==> src/gpp_pkg.sv <==
package gpp_pkg;

  // bus geometry
  localparam int GPP_ADDR_W = 6;
  localparam int GPP_DATA_W = 32;
  localparam int GPP_P0_W = 8;
  localparam int GPP_P1_W = 7;
  localparam int GPP_P1_RST_PIN = 6;

  // register indices; byte address is four times the index
  localparam logic [3:0] GPP_IDX_PORT0_OUTPUT_DATA = 4'h0;
  localparam logic [3:0] GPP_IDX_PORT1_OUTPUT_DATA = 4'h1;
  localparam logic [3:0] GPP_IDX_PORT0_PIN_INPUT = 4'h2;
  localparam logic [3:0] GPP_IDX_PORT0_DIRECTION = 4'h8;
  localparam logic [3:0] GPP_IDX_PORT1_DIRECTION = 4'h9;
  localparam logic [3:0] GPP_IDX_RESET_CONTROL = 4'ha;

  // reset values
  localparam logic [7:0] GPP_PORT0_OUT_RST = 8'hff;
  localparam logic [7:0] GPP_PORT1_OUT_RST = 8'h7f;
  localparam logic [7:0] GPP_DIR_RST = 8'h00;
  localparam logic [7:0] GPP_PORT1_MASK = 8'h7f;

  // reset control field positions
  localparam int GPP_RCTL_DISABLE_BIT = 0;
  localparam int GPP_RCTL_REQ_BIT = 1;

  // avalon response codes
  localparam logic [1:0] GPP_RESP_OKAY = 2'h0;
  localparam logic [1:0] GPP_RESP_SLVERR = 2'h2;

  // decoded register select
  typedef enum logic [2:0] {
    GPP_SEL_NONE = 3'b000,
    GPP_SEL_PO0 = 3'b001,
    GPP_SEL_PO1 = 3'b010,
    GPP_SEL_PI0 = 3'b011,
    GPP_SEL_DIR0 = 3'b100,
    GPP_SEL_DIR1 = 3'b101,
    GPP_SEL_RCTL = 3'b110
  } gpp_sel_type;

  // bus handshake phases
  typedef enum logic [0:0] {
    GPP_BUS_IDLE = 1'b0,
    GPP_BUS_ACK = 1'b1
  } gpp_bus_type;

  // pin side outputs
  typedef struct packed {
    logic [7:0] p0_out;
    logic [7:0] p0_oe;
    logic [7:0] p0_pullup;
    logic [6:0] p1_out;
    logic [6:0] p1_oe;
    logic [6:0] p1_pullup;
  } gpp_pin_out_type;

  // avalon slave answer
  typedef struct packed {
    logic waitrequest;
    logic [31:0] readdata;
    logic [1:0] response;
  } gpp_bus_out_type;

endpackage : gpp_pkg

==> src/gpp_port.sv <==
// Added by the designer: register access over Avalon-MM.
`timescale 1ns/1ps
// How it works
// RL1 - every reset loads the port 0 output data register with all ones.
// RL2 - every reset loads the port 1 output data register with 0x7f, bit 7 clear.
// RL3 - port 0 output data bits drive output pins and pick the pull-up for input pins.
// RL4 - port 1 output data bits 6 to 0 play the same two roles.
// RL5 - software writes update the output data registers and reads return them exactly.
// RL6 - changing pin direction leaves the output data registers untouched.
// RL7 - bit 7 of the port 1 output data register always reads zero.
// RL8 - the reset input on port 1 pin 6 stays live until software sets the disable bit.
// RL9 - while live, pulling port 1 pin 6 low by its own drive causes a device reset.
// RL10 - reads of the port 0 input register return the pin levels and writes do nothing.
// RL11 - the port 0 input register follows sampled pins after reset, not a constant.
// RL12 - an input pin whose output data bit is one has its weak pull-up on.
// RL13 - an input pin whose output data bit is zero has no pull-up and floats.
// RL14 - a per-pin direction bit enables the pin driver for output and disables it for input.
module gpp_port (
  // clock and reset
  input wire logic clk,
  input wire logic rstn,
  // avalon-mm slave
  input wire logic [gpp_pkg::GPP_ADDR_W-1:0] avs_address,
  input wire logic avs_read,
  input wire logic avs_write,
  input wire logic [31:0] avs_writedata,
  input wire logic [3:0] avs_byteenable,
  output gpp_pkg::gpp_bus_out_type avs_out,
  // package pins
  input wire logic [7:0] p0_in,
  input wire logic [6:0] p1_in,
  output gpp_pkg::gpp_pin_out_type pins_out,
  // reset request to the reset controller
  output logic ext_reset_req
);

  // all state of the block
  typedef struct packed {
    gpp_pkg::gpp_bus_type bus;
    gpp_pkg::gpp_bus_out_type bus_out;
    logic [7:0] po0;
    logic [7:0] po1;
    logic [7:0] dir0;
    logic [7:0] dir1;
    logic rst_dis;
    logic [7:0] pi0;
    logic [6:0] pi1;
    gpp_pkg::gpp_pin_out_type pins;
    logic ext_rst;
  } gpp_state_type;

  gpp_state_type state_r;
  gpp_state_type state_nxt;

  // address decode, shared by the read and write paths
  function automatic gpp_pkg::gpp_sel_type gpp_decode(
    input logic [gpp_pkg::GPP_ADDR_W-1:0] addr
  );
    logic [3:0] idx;
    idx = addr[gpp_pkg::GPP_ADDR_W-1:2];
    if (addr[1:0] != 2'h0) begin
      gpp_decode = gpp_pkg::GPP_SEL_NONE;
    end else if (idx == gpp_pkg::GPP_IDX_PORT0_OUTPUT_DATA) begin
      gpp_decode = gpp_pkg::GPP_SEL_PO0;
    end else if (idx == gpp_pkg::GPP_IDX_PORT1_OUTPUT_DATA) begin
      gpp_decode = gpp_pkg::GPP_SEL_PO1;
    end else if (idx == gpp_pkg::GPP_IDX_PORT0_PIN_INPUT) begin
      gpp_decode = gpp_pkg::GPP_SEL_PI0;
    end else if (idx == gpp_pkg::GPP_IDX_PORT0_DIRECTION) begin
      gpp_decode = gpp_pkg::GPP_SEL_DIR0;
    end else if (idx == gpp_pkg::GPP_IDX_PORT1_DIRECTION) begin
      gpp_decode = gpp_pkg::GPP_SEL_DIR1;
    end else if (idx == gpp_pkg::GPP_IDX_RESET_CONTROL) begin
      gpp_decode = gpp_pkg::GPP_SEL_RCTL;
    end else begin
      gpp_decode = gpp_pkg::GPP_SEL_NONE;
    end
  endfunction : gpp_decode

  gpp_pkg::gpp_sel_type sel;
  logic [7:0] rd_byte;
  logic wr_en;
  logic [7:0] wr_byte;

  // next state
  always_comb begin
    state_nxt = state_r;
    sel = gpp_decode(avs_address);
    wr_byte = avs_writedata[7:0];
    wr_en = (state_r.bus == gpp_pkg::GPP_BUS_ACK) && avs_write && avs_byteenable[0];
    rd_byte = 8'h00;
    // read mux
    case (sel)
      gpp_pkg::GPP_SEL_PO0: rd_byte = state_r.po0; // [RL5]
      gpp_pkg::GPP_SEL_PO1: rd_byte = state_r.po1 & gpp_pkg::GPP_PORT1_MASK; // [RL7]
      gpp_pkg::GPP_SEL_PI0: rd_byte = state_r.pi0; // [RL10]
      gpp_pkg::GPP_SEL_DIR0: rd_byte = state_r.dir0;
      gpp_pkg::GPP_SEL_DIR1: rd_byte = state_r.dir1 & gpp_pkg::GPP_PORT1_MASK;
      gpp_pkg::GPP_SEL_RCTL: begin
        rd_byte[gpp_pkg::GPP_RCTL_DISABLE_BIT] = state_r.rst_dis;
        rd_byte[gpp_pkg::GPP_RCTL_REQ_BIT] = state_r.ext_rst;
      end
      default: rd_byte = 8'h00;
    endcase
    // handshake: one wait cycle, then the answer
    case (state_r.bus)
      gpp_pkg::GPP_BUS_IDLE: begin
        if (avs_read || avs_write) begin
          state_nxt.bus = gpp_pkg::GPP_BUS_ACK;
          state_nxt.bus_out.waitrequest = 1'b0;
          state_nxt.bus_out.readdata = avs_read ? {24'h000000, rd_byte} : 32'h00000000;
          state_nxt.bus_out.response = (sel == gpp_pkg::GPP_SEL_NONE) ?
            gpp_pkg::GPP_RESP_SLVERR : gpp_pkg::GPP_RESP_OKAY;
        end
      end
      gpp_pkg::GPP_BUS_ACK: begin
        state_nxt.bus = gpp_pkg::GPP_BUS_IDLE;
        state_nxt.bus_out.waitrequest = 1'b1;
      end
      default: state_nxt.bus = gpp_pkg::GPP_BUS_IDLE;
    endcase
    // register writes; direction writes never touch data
    if (wr_en) begin
      case (sel)
        gpp_pkg::GPP_SEL_PO0: state_nxt.po0 = wr_byte; // [RL5]
        gpp_pkg::GPP_SEL_PO1: state_nxt.po1 = wr_byte & gpp_pkg::GPP_PORT1_MASK; // [RL5] [RL7]
        gpp_pkg::GPP_SEL_DIR0: state_nxt.dir0 = wr_byte; // [RL6]
        gpp_pkg::GPP_SEL_DIR1: state_nxt.dir1 = wr_byte & gpp_pkg::GPP_PORT1_MASK; // [RL6]
        gpp_pkg::GPP_SEL_RCTL: state_nxt.rst_dis = wr_byte[gpp_pkg::GPP_RCTL_DISABLE_BIT];
        default: state_nxt.rst_dis = state_r.rst_dis; // input register ignores writes [RL10]
      endcase
    end
    // pin sampling every cycle
    state_nxt.pi0 = p0_in; // [RL10] [RL11]
    state_nxt.pi1 = p1_in;
    // pin drive: data, driver enable and pull-up follow the new register values
    state_nxt.pins.p0_out = state_nxt.po0; // [RL3]
    state_nxt.pins.p0_oe = state_nxt.dir0; // [RL14]
    state_nxt.pins.p0_pullup = ~state_nxt.dir0 & state_nxt.po0; // [RL3] [RL12] [RL13]
    state_nxt.pins.p1_out = state_nxt.po1[6:0]; // [RL4]
    state_nxt.pins.p1_oe = state_nxt.dir1[6:0]; // [RL14]
    state_nxt.pins.p1_pullup = ~state_nxt.dir1[6:0] & state_nxt.po1[6:0]; // [RL4] [RL12] [RL13]
    // reset input on port 1 pin 6, also reached by the port's own drive
    state_nxt.ext_rst = ~state_r.rst_dis & ~p1_in[gpp_pkg::GPP_P1_RST_PIN]; // [RL8] [RL9]
  end

  // state register
  always_ff @(posedge clk or negedge rstn) begin
    if (!rstn) begin
      state_r.bus <= gpp_pkg::GPP_BUS_IDLE;
      state_r.bus_out.waitrequest <= 1'b1;
      state_r.bus_out.readdata <= 32'h00000000;
      state_r.bus_out.response <= gpp_pkg::GPP_RESP_OKAY;
      state_r.po0 <= gpp_pkg::GPP_PORT0_OUT_RST; // [RL1]
      state_r.po1 <= gpp_pkg::GPP_PORT1_OUT_RST; // [RL2]
      state_r.dir0 <= gpp_pkg::GPP_DIR_RST;
      state_r.dir1 <= gpp_pkg::GPP_DIR_RST;
      state_r.rst_dis <= 1'b0; // [RL8]
      state_r.pi0 <= 8'h00;
      state_r.pi1 <= 7'h00;
      state_r.pins.p0_out <= gpp_pkg::GPP_PORT0_OUT_RST;
      state_r.pins.p0_oe <= gpp_pkg::GPP_DIR_RST;
      state_r.pins.p0_pullup <= gpp_pkg::GPP_PORT0_OUT_RST;
      state_r.pins.p1_out <= gpp_pkg::GPP_PORT1_OUT_RST[6:0];
      state_r.pins.p1_oe <= gpp_pkg::GPP_DIR_RST[6:0];
      state_r.pins.p1_pullup <= gpp_pkg::GPP_PORT1_OUT_RST[6:0];
      state_r.ext_rst <= 1'b0;
    end else begin
      state_r <= state_nxt;
    end
  end

  // outputs straight from the state register
  assign avs_out = state_r.bus_out;
  assign pins_out = state_r.pins;
  assign ext_reset_req = state_r.ext_rst;

  logic req_idle;
  assign req_idle = (avs_read || avs_write) && (state_r.bus == gpp_pkg::GPP_BUS_IDLE);

  // live reset input seeing a low level on port 1 pin 6
  logic pin6_low_live;
  assign pin6_low_live = !state_r.rst_dis && !p1_in[gpp_pkg::GPP_P1_RST_PIN];
endmodule : gpp_port

==> config.mk <==
export PLATFORM = sky130hd
export DESIGN_NAME = gpp_port
export DESIGN_NICKNAME = d
export VERILOG_FILES = /design/src/gpp_pkg.sv /design/src/gpp_port.sv
export SDC_FILE = /design/constraint.sdc
export NUM_CORES = 1
export LEC_CHECK = 0
export ABC_CLOCK_PERIOD_IN_PS = 2200
export CORE_MARGIN = 2
export CORE_UTILIZATION = 32
export CTS_CLUSTER_DIAMETER = 100
export DETAILED_ROUTE_END_ITERATION = 16
export DONT_BUFFER_PORTS = 1
export GPL_ROUTABILITY_DRIVEN = 0
export GPL_TIMING_DRIVEN = 0
export PLACE_DENSITY = 0.52
export SLEW_MARGIN = 10
export SYNTH_ARGS = -nofsm -noshare
export SYNTH_HDL_FRONTEND = slang
export SYNTH_SLANG_ARGS = --single-unit
==> constraint.sdc <==
create_clock -name clk -period 2.2 [get_ports clk]
set_input_delay 0.44 -clock clk [delete_from_list [all_inputs] [get_ports clk]]
set_output_delay 0.44 -clock clk [all_outputs]
set_load 0.005 [all_outputs]
==> flow_metrics.env <==
export IMPL_crit_path_max_fanout=9
export IMPL_min_delay_start="p0_in[4]"
export IMPL_ant_nets=0
export IMPL_drv_slew=0
export IMPL_cp_data_required_time_ns=2.49
export IMPL_dp_hpwl_um=5079
export IMPL_power_leakage_uw=0.001877
export IMPL_rows=37
export IMPL_syn_avg_cell_area_um2=12.53
export IMPL_wl_um=7397
export IMPL_cts_htree_levels=3
export IMPL_yosys_area_top_type="dfrtp_1"
export IMPL_num_vias=1930
export IMPL_clockBufferDepth=2
export IMPL_startpoint="avs_address[5]"
export IMPL_hold_worst_slack_ns=0.1112
export IMPL_end_kind="flop"
export IMPL_cp_arrival_ns=2.24
export IMPL_pwr_density_cell_mw_per_mm2=654.3
export IMPL_die_x_um=106.2
export IMPL_wl_per_cell_um=16.29
export IMPL_initial_core_util=0.3269
export IMPL_antenna_found_initial=2
export IMPL_ios=142
export IMPL_setup_violations=0
export IMPL_skew_ns=0.006600
export IMPL_outcome="finished clean"
export IMPL_synth_edf_count=0
export IMPL_port_buffer_count=0
export IMPL_grt_pass1_wl_um=11210
export IMPL_critPathBufInv=3
export IMPL_synth_main_ff_cell="dfrtp_1"
export IMPL_grtUsageTotal=0.1373
export IMPL_grt_pass1_vias=1977
export IMPL_synth_area_top_cells="dfrtp_1, dfstp_2, buf_4"
export IMPL_post_route_period_util=0.8869
export IMPL_cp_top_family="simple AND/OR/NAND/NOR gates"
export IMPL_synth_top_area_frac=0.2619
export IMPL_yosysSeqAreaShare=0.5054
export IMPL_synth_common_cells="buf_4, dfrtp_1, dfstp_2, mux2_2, o21ai_0"
export IMPL_core_area_mm2=0.01023
export IMPL_rsz0062_at_grt="false"
export IMPL_ys_ff_latch=66
export IMPL_postSynthCellCount=267
export IMPL_total_power_uw=2567
export IMPL_r2r_slack_ns=0.40
export IMPL_syn_to_final_growth_pct=17.32
export IMPL_drv_cap=0
export IMPL_worstHoldPathType="in -> reg"
export IMPL_grt_start_max_net_pins=67
export IMPL_ys_warn_count=0
export IMPL_cts_sinks=66
export IMPL_async_flop_share=1.000
export IMPL_die_h_um=106.2
export IMPL_die_area_mm2=0.01128
export IMPL_path_cells="buf_8 > or4b_4 > buf_6 > or4b_4 > buf_6 > mux2_4 > nor2b_2"
export IMPL_crit_reg2reg_launch="state_r[129]"
export IMPL_tightestPinTransition_ns=1.056
export IMPL_cp_slowest_stage_delay_ns=0.47
export IMPL_finalCriticalPeriod_ns=1.951
export IMPL_syn_area_mm2=0.003344
export IMPL_drive_gt1_frac=0.6171
export IMPL_hold_viol_final=0
export IMPL_cts_clk_slew_worst_paths_ns=0.07
export IMPL_fillers=1007
export IMPL_overflow=0
export IMPL_start_kind="primary input"
export IMPL_clk_latency_ns=0.35
export IMPL_cts_tree="built"
export IMPL_critPathSlowestCell="or4b_4"
export IMPL_drtIter0Drc=70
export IMPL_critical_path_class="in -> reg"
export IMPL_firstDrtPassIters=5
export IMPL_peakVddDrop_mv=0.2870
export IMPL_drc=0
export IMPL_relSlewSlack=0.2909
export IMPL_ys_types=32
export IMPL_clockRootBuffer="clkbuf_8"
export IMPL_avgViaCountPerCell=4.251
export IMPL_fin_nets=372
export IMPL_fmax_ghz=0.5125
export IMPL_cts_made_buffers=9
export IMPL_yosysMostFrequentCell="buf_4"
==> flip-flops by register name, indices dropped and copies added (netlist names) <==
signal,cells
pins_out,38
state_r,17
avs_out,10
ext_reset_req,1
==> kinds of logic (layout without fill, tap and decap cells) <==
logic type	after synthesis	in the layout	synth area share
AO/OA/AOI/OAI	25	25	0.05088
other	1	27	0.001121
buffers and inverters	92	117	0.1987
flip-flops	66	66	0.5054
multiplexers	41	41	0.1523
AND/OR/NAND/NOR	42	42	0.09166
==> cell type report <==
| class | instances | area (um^2) | area share |
|---|---|---|---|
| sequential | 66 | 1690 | 0.4308 |
| multi-input combinational | 133 | 1104 | 0.2813 |
| buffer | 88 | 659.4 | 0.1680 |
| tap | 136 | 170.2 | 0.04337 |
| clock buffer | 12 | 165.2 | 0.04209 |
| timing repair buffer | 9 | 90.09 | 0.02296 |
| clock inverter | 4 | 25.02 | 0.006378 |
| inverter | 4 | 15.01 | 0.003827 |
| antenna | 2 | 5.005 | 0.001276 |
==> where the power goes <==
part           leakage [uW]  internal [uW]  switching [uW]
clock             0.0000944            497             465
sequential         0.000781           1290            34.3
combinational       0.00100            151             126
total               0.00188           1940             625
==> layer usage <==
layer | GRT usage | part of all wire | routed length (um) | vias up
met2 | 0.2143 | 0.47 | 3489 | 93
met3 | 0.05641 | 0.094 | 697 | 11
met4 | 0.06203 | 0.019 | 141 | 0
li1 | - | - | - | 901
met5 | 0 | 0 | 0 | -
met1 | 0.1656 | 0.41 | 3068 | 925
==> final timing paths <==
path / cells past startpoint / to
max: 7 / pins_out[4]
max reg2reg: 5 / pins_out[4]
max in group asynchronous: 2 / pins_out[22]
min reg2reg: 1 / ext_reset_req
min: 0 / state_r[57]
min in group asynchronous: 2 / pins_out[31]
==> worst register-to-register path, cell delays in order (launching register included) <==
cell	delay [ns]
dfrtp_1	0.36
and3_1	0.28
or4b_4	0.49
buf_6	0.18
mux2_4	0.32
nor2b_2	0.12
==> cells in the final DEF (no fill, tap or decap), types with 3 or more instances in the layout <==
master | synthesis | routed
nor4b_4 | 2 | 3
clkbuf_8 | 0 | 12
o21ai_0 | 10 | 10
or3_1 | 3 | 3
inv_1 | 4 | 4
dfstp_2 | 31 | 31
buf_4 | 80 | 87
conb_1 | 1 | 25
nor2b_1 | 8 | 8
nor2b_2 | 7 | 7
nor2_1 | 6 | 6
mux2_2 | 31 | 31
nand2_1 | 4 | 4
mux2_4 | 7 | 7
a22oi_1 | 7 | 7
dfrtp_1 | 35 | 35
a222oi_1 | 5 | 5
==> repair_timing <==
item                       CTS  global route
hold buffers                 2             0
setup endpoints to repair    7            18
pin swaps                    1             3
resized for setup            0             2
hold endpoints to repair    66             0
setup buffers                0             7
==> through the flow <==
step	setup slack [ns]	utilization	cells	setup TNS (ns)	instance area [um^2]
final	0.2488	0.3835	454	0	3924
after global placement	-0.3945	0.3545	427	-13.41	3627
after global routing	0.1775	0.3835	454	0	3924
after detailed placement	-0.3934	0.3545	427	-13.54	3627
after floorplan	-0.007175	-	291	-0.05023	3457
after CTS	0.008914	0.3768	445	0	3855
Power figures use the tool's default switching activity.
